[src/hdl/afh_pkg.sv]
// constants, register map and types for the fifo pin controller
package afh_pkg;
    // clock
    localparam int CLK_PERIOD_NS = 8;
    // device timing, ns
    localparam int RESET_SETUP_TIME_NS    = 30;
    localparam int RESET_RECOVERY_TIME_NS = 15;
    localparam int RESET_CYCLE_TIME_NS    = 65;
    localparam int RESET_PULSE_NS         = 50;
    localparam int REPLAY_SETUP_NS        = 30;
    localparam int REPLAY_RECOVERY_TIME_NS = 15;
    localparam int REPLAY_CYCLE_NS        = 65;
    localparam int REPLAY_PULSE_NS        = 50;
    localparam int STROBE_PULSE_NS        = 50;
    localparam int STROBE_RECOVERY_NS     = 15;
    localparam int ACCESS_NS              = 50;
    localparam int FLAG_DELAY_NS          = 45;
    // least times rounded up to whole cycles
    localparam int SYNC_STAGES   = 2;
    localparam int RS_SETUP_CYC  = (RESET_SETUP_TIME_NS + CLK_PERIOD_NS - 1) / CLK_PERIOD_NS;
    localparam int RS_PULSE_CYC  = (RESET_PULSE_NS + CLK_PERIOD_NS - 1) / CLK_PERIOD_NS;
    localparam int RS_LOW_CYC    = (RS_PULSE_CYC > RS_SETUP_CYC) ? RS_PULSE_CYC : RS_SETUP_CYC;
    localparam int RS_REC_CYC    = (RESET_RECOVERY_TIME_NS + CLK_PERIOD_NS - 1) / CLK_PERIOD_NS;
    localparam int RS_CYCLE_CYC  = (RESET_CYCLE_TIME_NS + CLK_PERIOD_NS - 1) / CLK_PERIOD_NS;
    localparam int RT_SETUP_CYC  = (REPLAY_SETUP_NS + CLK_PERIOD_NS - 1) / CLK_PERIOD_NS;
    localparam int RT_PULSE_CYC  = (REPLAY_PULSE_NS + CLK_PERIOD_NS - 1) / CLK_PERIOD_NS;
    localparam int RT_LOW_CYC    = (RT_PULSE_CYC > RT_SETUP_CYC) ? RT_PULSE_CYC : RT_SETUP_CYC;
    localparam int RT_REC_CYC    = (REPLAY_RECOVERY_TIME_NS + CLK_PERIOD_NS - 1) / CLK_PERIOD_NS;
    localparam int RT_CYCLE_CYC  = (REPLAY_CYCLE_NS + CLK_PERIOD_NS - 1) / CLK_PERIOD_NS;
    localparam int WR_LOW_CYC    = (STROBE_PULSE_NS + CLK_PERIOD_NS - 1) / CLK_PERIOD_NS;
    localparam int ACCESS_CYC    = (ACCESS_NS + CLK_PERIOD_NS - 1) / CLK_PERIOD_NS;
    localparam int RD_LOW_CYC    = ACCESS_CYC + SYNC_STAGES;
    localparam int STB_REC_CYC   = (STROBE_RECOVERY_NS + CLK_PERIOD_NS - 1) / CLK_PERIOD_NS;
    localparam int FLAG_CYC      = (FLAG_DELAY_NS + CLK_PERIOD_NS - 1) / CLK_PERIOD_NS;
    localparam int SETTLE_CYC    = FLAG_CYC + SYNC_STAGES;
    localparam int POST_RS_CYC   = RS_CYCLE_CYC - RS_LOW_CYC + SYNC_STAGES;
    localparam int POST_RT_CYC   = RT_CYCLE_CYC - RT_LOW_CYC + SYNC_STAGES;
    localparam int TMR_W         = 5;
    // widths
    localparam int WORD_W   = 9;
    localparam int ADDR_W   = 8;
    localparam int DATA_W   = 32;
    localparam int FIFO_DEPTH = 2048;
    // register offsets
    localparam logic [ADDR_W-1:0] CFG_OFS    = 8'h00;
    localparam logic [ADDR_W-1:0] CMD_OFS    = 8'h04;
    localparam logic [ADDR_W-1:0] WDATA_OFS  = 8'h08;
    localparam logic [ADDR_W-1:0] RDATA_OFS  = 8'h0C;
    localparam logic [ADDR_W-1:0] STATUS_OFS = 8'h10;
    // command bits
    localparam int CMD_RESET_BIT  = 0;
    localparam int CMD_REPLAY_BIT = 1;
    localparam int CMD_POP_BIT    = 2;
    // status bits
    localparam int ST_BUSY_BIT  = 0;
    localparam int ST_READY_BIT = 1;
    localparam int ST_EMPTY_BIT = 2;
    localparam int ST_FULL_BIT  = 3;
    localparam int ST_HALF_BIT  = 4;
    localparam int ST_CHAIN_BIT = 5;
    localparam int ST_VALID_BIT = 6;
    localparam int ST_ERR_LSB   = 8;
    localparam int ERR_W        = 4;
    localparam int ERR_FULL     = 0;
    localparam int ERR_EMPTY    = 1;
    localparam int ERR_REPLAY   = 2;
    localparam int ERR_ORDER    = 3;
    // reset values
    localparam logic [1:0] CFG_RST = 2'h0;
    typedef enum logic [1:0] {
        MODE_SINGLE = 2'h0,
        MODE_WIDTH  = 2'h1,
        MODE_HEAD   = 2'h2,
        MODE_FOLLOW = 2'h3
    } afh_mode_t;
    typedef enum logic [9:0] {
        ST_IDLE   = 10'h001,
        ST_RS_LOW = 10'h002,
        ST_RS_REC = 10'h004,
        ST_RS_SET = 10'h008,
        ST_WR_LOW = 10'h010,
        ST_WR_SET = 10'h020,
        ST_RD_LOW = 10'h040,
        ST_RD_SET = 10'h080,
        ST_RT_LOW = 10'h100,
        ST_RT_SET = 10'h200
    } afh_state_t;
endpackage

[src/hdl/afh_sync.sv]
// two-stage synchroniser for pin inputs
`timescale 1ns/1ps
module afh_sync
    import afh_pkg::*;
#(
    parameter int W = 1
) (
    // clock and reset
    input  wire logic         ref_clk,
    input  wire logic         srst,
    input  wire logic         ce,
    // pins in, synchronised out
    input  wire logic [W-1:0] d_in,
    output logic      [W-1:0] d_out
);
    genvar i;
    generate
        for (i = 0; i < W; i++) begin : g_bit
            logic meta_r;
            logic meta_nxt;
            logic stab_r;
            logic stab_nxt;
            always_comb begin
                meta_nxt = ce ? d_in[i] : meta_r;
                stab_nxt = ce ? meta_r : stab_r;
            end
            // resets high: the watched flag pins are active low
            always_ff @(posedge ref_clk) begin
                if (srst) begin
                    meta_r <= 1'b1;
                    stab_r <= 1'b1;
                end else begin
                    meta_r <= meta_nxt;
                    stab_r <= stab_nxt;
                end
            end
            assign d_out[i] = stab_r;
        end
    endgenerate
endmodule

[src/hdl/afh_timer.sv]
// down-counter timing the phases of each pin sequence
`timescale 1ns/1ps
module afh_timer
    import afh_pkg::*;
(
    // clock and reset
    input  wire logic             ref_clk,
    input  wire logic             srst,
    input  wire logic             ce,
    // load and expiry
    input  wire logic             load,
    input  wire logic [TMR_W-1:0] cnt_in,
    output logic                  done
);
    logic [TMR_W-1:0] cnt_r;
    logic [TMR_W-1:0] cnt_nxt;
    always_comb begin
        cnt_nxt = cnt_r;
        if (ce) begin
            if (load) begin
                cnt_nxt = cnt_in;
            end else if (cnt_r != '0) begin
                cnt_nxt = cnt_r - 1'b1;
            end
        end
    end
    always_ff @(posedge ref_clk) begin
        if (srst) begin
            cnt_r <= '0;
        end else begin
            cnt_r <= cnt_nxt;
        end
    end
    // done in the cycle the count has run down to one
    assign done = (cnt_r == {{(TMR_W-1){1'b0}}, 1'b1});
endmodule

[src/hdl/afh_ctrl.sv]
// host controller driving the pins of an asynchronous 2048x9 fifo
//
// Decided for this implementation: the strobed register port and the placing of the registers.
`timescale 1ns/1ps
// Overview of operation
// - no push before first reset
// - strobes high around reset, setup and recovery
// - pop high around replay, setup and recovery
// - replay refused in depth expansion
// - parallel controls, flags read from one device
// - depth mode flags combined outside
// - chain head low at reset on first
// - chain head high at reset on others
// - chain output rings to next chain input
module afh_ctrl
    import afh_pkg::*;
(
    // clock, reset, enable
    input  wire logic              ref_clk,
    input  wire logic              srst,
    input  wire logic              ce,
    // register port
    input  wire logic [ADDR_W-1:0] addr,
    input  wire logic [DATA_W-1:0] wdata,
    input  wire logic              wr,
    input  wire logic              rd,
    output logic      [DATA_W-1:0] rdata,
    // fifo control pins
    output logic                   fifo_reset_n,
    output logic                   push_n,
    output logic                   pop_n,
    output logic                   replay_n,
    output logic                   chain_in_n,
    output logic                   chain_in_oe,
    // fifo data pins
    output logic      [WORD_W-1:0] data_d,
    input  wire logic [WORD_W-1:0] data_q,
    // fifo status pins
    input  wire logic              empty_n,
    input  wire logic              full_n,
    input  wire logic              half_level_n,
    input  wire logic              chain_out_n
);
    localparam int SYNC_W = WORD_W + 4;

    afh_state_t        state_r;
    afh_state_t        state_nxt;
    logic [1:0]        cfg_r;
    logic [1:0]        cfg_nxt;
    afh_mode_t         act_mode_r;
    afh_mode_t         act_mode_nxt;
    logic              ready_r;
    logic              ready_nxt;
    logic              rst_n_r;
    logic              rst_n_nxt;
    logic              push_n_r;
    logic              push_n_nxt;
    logic              pop_n_r;
    logic              pop_n_nxt;
    logic              rt_n_r;
    logic              rt_n_nxt;
    logic [WORD_W-1:0] wdat_r;
    logic [WORD_W-1:0] wdat_nxt;
    logic [WORD_W-1:0] rdat_r;
    logic [WORD_W-1:0] rdat_nxt;
    logic              valid_r;
    logic              valid_nxt;
    logic [ERR_W-1:0]  err_r;
    logic [ERR_W-1:0]  err_nxt;
    logic [DATA_W-1:0] rdata_r;
    logic [DATA_W-1:0] rdata_nxt;

    logic              tmr_load;
    logic [TMR_W-1:0]  tmr_val;
    logic              tmr_done;
    logic [SYNC_W-1:0] sync_q;
    logic [WORD_W-1:0] q_s;
    logic              empty_s;
    logic              full_s;
    logic              half_s;
    logic              chain_s;
    logic              busy;
    logic              depth_mode;
    logic [ERR_W-1:0]  err_set;
    logic              cmd_wr;
    logic              push_req;

    // flags and read data pass two flip-flops before use
    afh_sync #(.W(SYNC_W)) u_sync (
        .ref_clk (ref_clk),
        .srst    (srst),
        .ce      (ce),
        .d_in    ({chain_out_n, half_level_n, full_n, empty_n, data_q}),
        .d_out   (sync_q)
    );
    assign {chain_s, half_s, full_s, empty_s, q_s} = sync_q;

    afh_timer u_timer (
        .ref_clk (ref_clk),
        .srst    (srst),
        .ce      (ce),
        .load    (tmr_load),
        .cnt_in  (tmr_val),
        .done    (tmr_done)
    );

    assign busy       = (state_r != ST_IDLE);
    assign depth_mode = act_mode_r[1];
    assign cmd_wr     = wr && (addr == CMD_OFS);
    assign push_req   = wr && (addr == WDATA_OFS);

    // sequencer
    always_comb begin
        state_nxt    = state_r;
        act_mode_nxt = act_mode_r;
        ready_nxt    = ready_r;
        rst_n_nxt    = rst_n_r;
        push_n_nxt   = push_n_r;
        pop_n_nxt    = pop_n_r;
        rt_n_nxt     = rt_n_r;
        wdat_nxt     = wdat_r;
        rdat_nxt     = rdat_r;
        valid_nxt    = valid_r;
        err_set      = '0;
        tmr_load     = 1'b0;
        tmr_val      = '0;
        case (state_r)
            ST_IDLE: begin
                if (cmd_wr && wdata[CMD_RESET_BIT]) begin
                    // push and pop are already high in idle
                    act_mode_nxt = afh_mode_t'(cfg_r);
                    rst_n_nxt    = 1'b0;
                    // chain head level set up for the reset
                    rt_n_nxt     = (cfg_r == MODE_HEAD) ? 1'b0 : 1'b1;
                    ready_nxt    = 1'b0;
                    valid_nxt    = 1'b0;
                    tmr_load     = 1'b1;
                    tmr_val      = TMR_W'(RS_LOW_CYC);
                    state_nxt    = ST_RS_LOW;
                end else if (cmd_wr && wdata[CMD_REPLAY_BIT]) begin
                    if (!ready_r) begin
                        err_set[ERR_ORDER] = 1'b1;
                    end else if (depth_mode) begin
                        err_set[ERR_REPLAY] = 1'b1;
                    end else begin
                        rt_n_nxt  = 1'b0;
                        tmr_load  = 1'b1;
                        tmr_val   = TMR_W'(RT_LOW_CYC);
                        state_nxt = ST_RT_LOW;
                    end
                end else if (cmd_wr && wdata[CMD_POP_BIT]) begin
                    if (!ready_r) begin
                        err_set[ERR_ORDER] = 1'b1;
                    end else if (!empty_s) begin
                        err_set[ERR_EMPTY] = 1'b1;
                    end else begin
                        pop_n_nxt = 1'b0;
                        valid_nxt = 1'b0;
                        tmr_load  = 1'b1;
                        tmr_val   = TMR_W'(RD_LOW_CYC);
                        state_nxt = ST_RD_LOW;
                    end
                end else if (push_req) begin
                    if (!ready_r) begin
                        err_set[ERR_ORDER] = 1'b1;
                    end else if (!full_s) begin
                        err_set[ERR_FULL] = 1'b1;
                    end else begin
                        wdat_nxt   = wdata[WORD_W-1:0];
                        push_n_nxt = 1'b0;
                        tmr_load   = 1'b1;
                        tmr_val    = TMR_W'(WR_LOW_CYC);
                        state_nxt  = ST_WR_LOW;
                    end
                end
            end
            ST_RS_LOW: begin
                if (tmr_done) begin
                    rst_n_nxt = 1'b1;
                    tmr_load  = 1'b1;
                    tmr_val   = TMR_W'(RS_REC_CYC);
                    state_nxt = ST_RS_REC;
                end
            end
            ST_RS_REC: begin
                if (tmr_done) begin
                    if (!depth_mode) begin
                        rt_n_nxt = 1'b1;
                    end
                    tmr_load  = 1'b1;
                    tmr_val   = TMR_W'(POST_RS_CYC);
                    state_nxt = ST_RS_SET;
                end
            end
            ST_RS_SET: begin
                if (tmr_done) begin
                    ready_nxt = 1'b1;
                    state_nxt = ST_IDLE;
                end
            end
            ST_WR_LOW: begin
                if (tmr_done) begin
                    push_n_nxt = 1'b1;
                    tmr_load   = 1'b1;
                    tmr_val    = TMR_W'(SETTLE_CYC);
                    state_nxt  = ST_WR_SET;
                end
            end
            ST_RD_LOW: begin
                if (tmr_done) begin
                    // access time met before the synced sample is taken
                    rdat_nxt  = q_s;
                    valid_nxt = 1'b1;
                    pop_n_nxt = 1'b1;
                    tmr_load  = 1'b1;
                    tmr_val   = TMR_W'(SETTLE_CYC);
                    state_nxt = ST_RD_SET;
                end
            end
            ST_RT_LOW: begin
                if (tmr_done) begin
                    rt_n_nxt  = 1'b1;
                    tmr_load  = 1'b1;
                    tmr_val   = TMR_W'(POST_RT_CYC);
                    state_nxt = ST_RT_SET;
                end
            end
            ST_WR_SET, ST_RD_SET, ST_RT_SET: begin
                if (tmr_done) begin
                    state_nxt = ST_IDLE;
                end
            end
            default: begin
                state_nxt = ST_IDLE;
            end
        endcase
        // a command arriving mid-sequence is dropped and flagged
        if (busy && (cmd_wr || push_req)) begin
            err_set[ERR_ORDER] = 1'b1;
        end
    end

    // register port
    always_comb begin
        cfg_nxt   = cfg_r;
        err_nxt   = err_r;
        rdata_nxt = '0;
        if (wr && (addr == CFG_OFS)) begin
            cfg_nxt = wdata[1:0];
        end
        if (wr && (addr == STATUS_OFS)) begin
            err_nxt = err_r & ~wdata[ST_ERR_LSB +: ERR_W];
        end
        // a new event wins over a clear in the same cycle
        err_nxt = err_nxt | err_set;
        if (rd) begin
            case (addr)
                CFG_OFS:    rdata_nxt = {30'h0, cfg_r};
                WDATA_OFS:  rdata_nxt = {23'h0, wdat_r};
                RDATA_OFS:  rdata_nxt = {23'h0, rdat_r};
                STATUS_OFS: begin
                    rdata_nxt[ST_BUSY_BIT]  = busy;
                    rdata_nxt[ST_READY_BIT] = ready_r;
                    rdata_nxt[ST_EMPTY_BIT] = empty_s;
                    rdata_nxt[ST_FULL_BIT]  = full_s;
                    rdata_nxt[ST_HALF_BIT]  = half_s;
                    rdata_nxt[ST_CHAIN_BIT] = chain_s;
                    rdata_nxt[ST_VALID_BIT] = valid_r;
                    rdata_nxt[ST_ERR_LSB +: ERR_W] = err_r;
                end
                default:    rdata_nxt = '0;
            endcase
        end
    end

    always_ff @(posedge ref_clk) begin
        if (srst) begin
            state_r    <= ST_IDLE;
            cfg_r      <= CFG_RST;
            act_mode_r <= MODE_SINGLE;
            ready_r    <= 1'b0;
            rst_n_r    <= 1'b1;
            push_n_r   <= 1'b1;
            pop_n_r    <= 1'b1;
            rt_n_r     <= 1'b1;
            wdat_r     <= '0;
            rdat_r     <= '0;
            valid_r    <= 1'b0;
            err_r      <= '0;
            rdata_r    <= '0;
        end else if (ce) begin
            state_r    <= state_nxt;
            cfg_r      <= cfg_nxt;
            act_mode_r <= act_mode_nxt;
            ready_r    <= ready_nxt;
            rst_n_r    <= rst_n_nxt;
            push_n_r   <= push_n_nxt;
            pop_n_r    <= pop_n_nxt;
            rt_n_r     <= rt_n_nxt;
            wdat_r     <= wdat_nxt;
            rdat_r     <= rdat_nxt;
            valid_r    <= valid_nxt;
            err_r      <= err_nxt;
            rdata_r    <= rdata_nxt;
        end
    end

    assign rdata        = rdata_r;
    assign fifo_reset_n = rst_n_r;
    assign push_n       = push_n_r;
    assign pop_n        = pop_n_r;
    // shared pin: chain head level from reset on in depth mode, replay strobe otherwise
    assign replay_n     = rt_n_r;
    // grounded outside depth mode; in depth mode the ring drives it
    assign chain_in_n   = 1'b0;
    assign chain_in_oe  = !depth_mode;
    assign data_d       = wdat_r;
endmodule

[config.mk]
export PLATFORM = sky130hd
export DESIGN_NAME = afh_ctrl
export DESIGN_NICKNAME = d
export VERILOG_FILES = /design/src/hdl/afh_pkg.sv /design/src/hdl/afh_sync.sv /design/src/hdl/afh_timer.sv /design/src/hdl/afh_ctrl.sv
export SDC_FILE = /design/constraint.sdc
export NUM_CORES = 1
export LEC_CHECK = 0
export BUFFER_PORTS_ARGS = -buffer_cell sky130_fd_sc_hd__buf_2
export CORE_MARGIN = 1
export CORE_UTILIZATION = 38
export DETAILED_ROUTE_END_ITERATION = 10
export MAX_ROUTING_LAYER = met4
export SLEW_MARGIN = 5
export SYNTH_ARGS = -nofsm -noshare
export SYNTH_HDL_FRONTEND = slang
export SYNTH_HIERARCHICAL = 1
export SYNTH_SLANG_ARGS = --single-unit
[constraint.sdc]
create_clock -name ref_clk -period 2.9 [get_ports ref_clk]
set_input_delay 0.29 -clock ref_clk [delete_from_list [all_inputs] [get_ports ref_clk]]
set_output_delay 0.29 -clock ref_clk [all_outputs]
set_load 0.05 [all_outputs]
Word level (Yosys, flattened, before mapping) --
Cells that the tools add are included.
Storage, ports and cells: register bits after elaboration 105, input bits 58, output and inout port bits 47, logic and storage cells 223
Cells by class: $add $sub $neg 1, equality and inequality tests 47, muxes and demuxes 95, bitwise operators 6, reduce and logical (&&, ||, !) cells 34
Operator list (count):
- 2-to-1 mux 10 bit | 16
- case mux 10 bit (7 select lines) | 1
- 2-to-1 mux 1 bit | 47
- 2-to-1 mux 4 bit | 9
- != test 2 bit, second input constant | 14
- case mux 7 bit (4 select lines) | 1
- AND reduction 8 bit | 3
- 2-to-1 mux 3 bit | 6
- == test 8 x 4 -> 1 bit, second input constant | 2
- != test 4 bit, second input constant | 4
- case mux 4 bit (4 select lines) | 1
- != test 3 bit, second input constant | 5
- case mux 1 bit (2 select lines) | 7
- AND reduction 14 bit | 1
- 2-to-1 mux 12 bit | 1
- case mux 4 bit (3 select lines) | 1
- == test 10 x 1 -> 1 bit, second input constant | 1
- == test 10 bit, second input constant | 1
- == test 10 x 2 -> 1 bit, second input constant | 1
- == test 10 x 3 -> 1 bit, second input constant | 1
- == test 10 x 4 -> 1 bit, second input constant | 1
- == test 10 x 5 -> 1 bit, second input constant | 1
- == test 10 x 6 -> 1 bit, second input constant | 1
- == test 10 x 7 -> 1 bit, second input constant | 1
- 34 further kinds | 56

Longest topological paths before layout --
depth in word-level cells 9, gate-level depth with buffers 12, depth with buffers taken out 10

Cells and area by module --
The synthesis kept the hierarchy.
Modules (own cells, without submodules):
- afh_ctrl | times used 1, cells an instance 381, area each 2986.6 sq um, sequential area each 1061.0 sq um
- afh_sync | times used 1, cells an instance 99, area each 1061.0 sq um, sequential area each 520.5 sq um
- afh_timer | times used 1, cells an instance 42, area each 352.8 sq um, sequential area each 100.1 sq um

Least setup slack after synthesis --
OpenSTA, ideal clock, no wires.
path type reg-to-reg, start point register u_timer.cnt_r[2], end point register rst_n_r (netlist: fifo_reset_n), library setup time 122 ps, data arrival time 2517 ps, required time 2778 ps, path slack 261 ps, stages on the path, launching flop included 10, path buffers 1, period minus slack after synthesis 2639 ps, cell sequence dfxtp_1 > or3_4 > nor2_1 > clkbuf_1 > nor2_1 > a41oi_1 > o21ai_0 > nor4_1 > nand2_1 > a221o_1
Between the ends: cells in the longest elaborated chain, start to end 3
RTL lines:
- from (decl) | RTL line afh_timer.sv:15 | logic [TMR_W-1:0] cnt_r;
- from (signal assigned) | RTL line afh_timer.sv:31 | cnt_r <= cnt_nxt;
- == test 5 x 1 -> 1 bit | RTL line afh_timer.sv:35 | assign done = (cnt_r == {{(TMR_W-1){1'b0}}, 1'b1});
- named net tmr_done | RTL line afh_ctrl.sv:75 | logic tmr_done;
- != test 2 bit (no source line)
- AND reduction 4 bit (no source line)
- to (signal assigned) | RTL line afh_ctrl.sv:296 | rst_n_r <= rst_n_nxt;
- to (decl) | RTL line afh_ctrl.sv:54 | logic rst_n_r;
The timed path passes the listed nets, and every way through them passes these cells. A chain may end at the register's enable or synchronous reset.

Worst setup path after layout --
start point register u_timer.cnt_r[2], end point register state_r[3]
Between the ends: cells in the longest elaborated chain, start to end 3, elaborated cells between the ends (all ways) 8, those cells by class eq/ne (7); reduce/logical (1)
RTL lines:
- == test 5 x 1 -> 1 bit (*) | RTL line afh_timer.sv:35
- named net tmr_done | RTL line afh_ctrl.sv:75
- != test 2 bit (no source line) / != test 2 x 1 -> 1 bit (equally long branches)
- AND reduction 14 bit (no source line) (*)
- to (signal assigned) | RTL line afh_ctrl.sv:292 | state_r <= state_nxt;
- to (decl) | RTL line afh_ctrl.sv:46 | afh_state_t state_r;
The timed path passes the listed nets; every way through them passes the cells marked *.

==> results.sh <==
export IMPL_status="completed"
export IMPL_syn2layout_area_growth_pct=15.4
export IMPL_final_nets=636
export IMPL_crit_path_top_delay_cell="or4_4"
export IMPL_grt_met2_usage_pct=30.0
export IMPL_slew_headroom_pct=53.1
export IMPL_cts_tree="done"
export IMPL_crit_type="reg -> reg"
export IMPL_pin_count=105
export IMPL_setup_ws_ps=215
export IMPL_synth_xor_area_share_pct=0.995
export IMPL_clk_latency_ps=340
export IMPL_viasPerCell=5.36
export IMPL_cp_slowest_stage_delay_ps=480
export IMPL_hpwlAfterDp_mm=8.08
export IMPL_grt_pass1_vias=3519
export IMPL_rows=38
export IMPL_hold_viol_final=0
export IMPL_route_detailed_drc=0
export IMPL_post_route_util_pct=45.9
export IMPL_synthTopCellsByArea="dfxtp_1, buf_4, a211o_1"
export IMPL_grt_use_total_pct=19.9
export IMPL_ctsResizeCount=0
export IMPL_grt_max_degree=76
export IMPL_crit_buf_inv=2
export IMPL_diodes=0
export IMPL_synthMuxAreaShare_pct=5.52
export IMPL_grtUsageMet3_pct=4.21
export IMPL_post_place_ws_ps=164
export IMPL_synth_edff_count=0
export IMPL_fp_dieH_um=110
export IMPL_synth_top_cell_by_area="dfxtp_1"
export IMPL_cp_start_kind="flop"
export IMPL_vias=3865
export IMPL_slew_viol_final=0
export IMPL_htreeDepth=3
export IMPL_fin_skew_ps=3.57
export IMPL_drive_gt1_share_pct=21.5
export IMPL_grt_met1_usage_pct=25.9
export IMPL_critical_path_max_fanout=6
export IMPL_synth_top_family_by_area="simple AND/OR/NAND/NOR gates"
export IMPL_clockBufferDepth=2
export IMPL_synth_most_common_cell="dfxtp_1"
export IMPL_post_synth_num_cell_types=63
export IMPL_ant_nets=0
export IMPL_firstDrtPassIters=4
export IMPL_crit_required_ps=3170
export IMPL_path_cells="or3_4 -> nor2_2 -> nor2_1 -> a41oi_1 -> o21ai_0 -> or4_4 -> buf_4 -> nor2_1 -> buf_4 -> mux2i_1"
export IMPL_wl_per_cell_um=15.4
export IMPL_path_clk_slew_ps=60
export IMPL_dpl_instance_area_um2=4770
export IMPL_power_density_nw_per_um2=662
export IMPL_synth_warnings=6
export IMPL_multi_input_area_um2=2340
export IMPL_endpoint_kind="flop"
export IMPL_fin_setup_tns_ps=0
export IMPL_grt_overflow=0
export IMPL_grt_busiest_layer="met2"
export IMPL_port_buffers=63
export IMPL_netlist_area_um2=4400
export IMPL_p_leak_uw=0.00204
export IMPL_min_path_type="in -> reg"
export IMPL_synth_compound_area_share_pct=20.1
export IMPL_root_buffer="clkbuf_16"
export IMPL_start_util_pct=39.7
export IMPL_post_cts_setup_buffers=0
export IMPL_whs_ps=153
export IMPL_ff_latch_area_um2=1680
export IMPL_synthCells=522
export IMPL_worst_pin_slew_ps=704
export IMPL_cp_arrival_ps=2950
export IMPL_place_gp_congestion=0.912
export IMPL_antenna_found_initial=0
export IMPL_ys_ff_latch=84
export IMPL_yosys_area_share_adder_pct=0.569
export IMPL_yosysTopAreaCellShare_pct=38.2
export IMPL_min_period_ps=2690
export IMPL_coreArea_um2=11100
export IMPL_nFillCells=1094
export IMPL_grt_pass1_wl_mm=17.7
export IMPL_synthSimpleGateAreaFrac_pct=24.1
export IMPL_cts_buffers=9
export IMPL_cts_hold_fix_buffers=0
export IMPL_drt_iter0_drc=256
export IMPL_async_flop_share_pct=0
export IMPL_wl_mm=11.1
export IMPL_synth_seq_area_share_pct=38.2
export IMPL_fmax_mhz=372
export IMPL_post_route_period_util_pct=92.6
export IMPL_setup_viol=0
export IMPL_ys_flop_type="dfxtp_1"
export IMPL_syn_avg_cell_area_um2=8.43
export IMPL_numClockSinks=84
export IMPL_die_area_um2=12000
export IMPL_ir_drop_mv=0.314
export IMPL_cpLargestDelayFamily="simple AND/OR/NAND/NOR gates"
export IMPL_synthTopCellsByCount="dfxtp_1, nand2_1, nor2_1"
export IMPL_rsz0062_at_grt="no"
export IMPL_die_width_um=110
export IMPL_drv_cap=0
export IMPL_fin_area_um2=5080
[flip-flops by register name, summed over array words and instances (netlist names)]
name,flops
data_d,9
pop_n,1
u_sync/g_bit.stab_r,13
push_n,1
state_r,10
err_r,4
cfg_r,2
rdat_r,9
valid_r,1
rdata,12
u_sync/g_bit.meta_r,13
ready_r,1
fifo_reset_n,1
replay_n,1
u_timer/cnt_r,5
act_mode_r,1
[per-stage QoR]
step,instances,total power [uW]
floorplan,544,1960
global placement,705,2180
detailed placement,705,2190
CTS,721,3380
global route,721,3540
finish,721,3370
[cell type report]
type,count,share of cell area [%]
clock buffer,9,4.43
multi-input combinational,381,46.2
sequential,84,33.1
timing repair buffer,91,10.6
inverter,9,0.665
tap,140,3.45
clock inverter,7,1.60
[final timing paths]
kind                            depth (start not counted)  slack, ps                          start                                  end
worst max-delay path                                   10        210  u_timer/cnt_r[2]$_SDFFE_PP0P_              state_r[3]$_SDFFE_PP0P_
worst max register to register                         10        210  u_timer/cnt_r[2]$_SDFFE_PP0P_              state_r[3]$_SDFFE_PP0P_
worst min-delay path                                    2        150                      data_q[4]  u_sync/g_bit[4].meta_r$_SDFFE_PP1P_
worst min register to register                          2        460          err_r[1]$_SDFFE_PP0P_                err_r[1]$_SDFFE_PP0P_
[cells in the final DEF, fill, tap and decap left out, types with 22 or more instances in the layout]
master,n
buf_2,63
nor2b_1,29
o21ai_0,26
nor2_1,39
buf_4,27
a211o_1,28
conb_1,23
dfxtp_1,84
a21oi_1,29
nand2_1,53
mux2i_1,22
[power by group]
group	internal, uW	switching (uW)	leakage (uW)
sequential	1220	70.4	0.000684
clock	682	496	0.000153
combinational	370	528	0.00121
total	2270	1090	0.00204
[kinds of logic (layout without fill, tap and decap cells)]
logic type,after synthesis,in the layout
other,1,23
buffers and inverters,79,116
AOI/OAI and AO/OA,128,128
xor gates and xnor gates,5,5
muxes,24,24
adders and majority gates,2,2
and+or+nand+nor,199,199
DFF,84,84
[routing by layer]
layer	part of all wire, %	up-vias	routed length, um
met2	45	119	5000
li1	-	1926	-
met5	0	-	0
met1	48	1800	5320
met3	4.5	20	501
met4	2.3	0	257
Note: power is estimated with default switching activity, not from simulation.
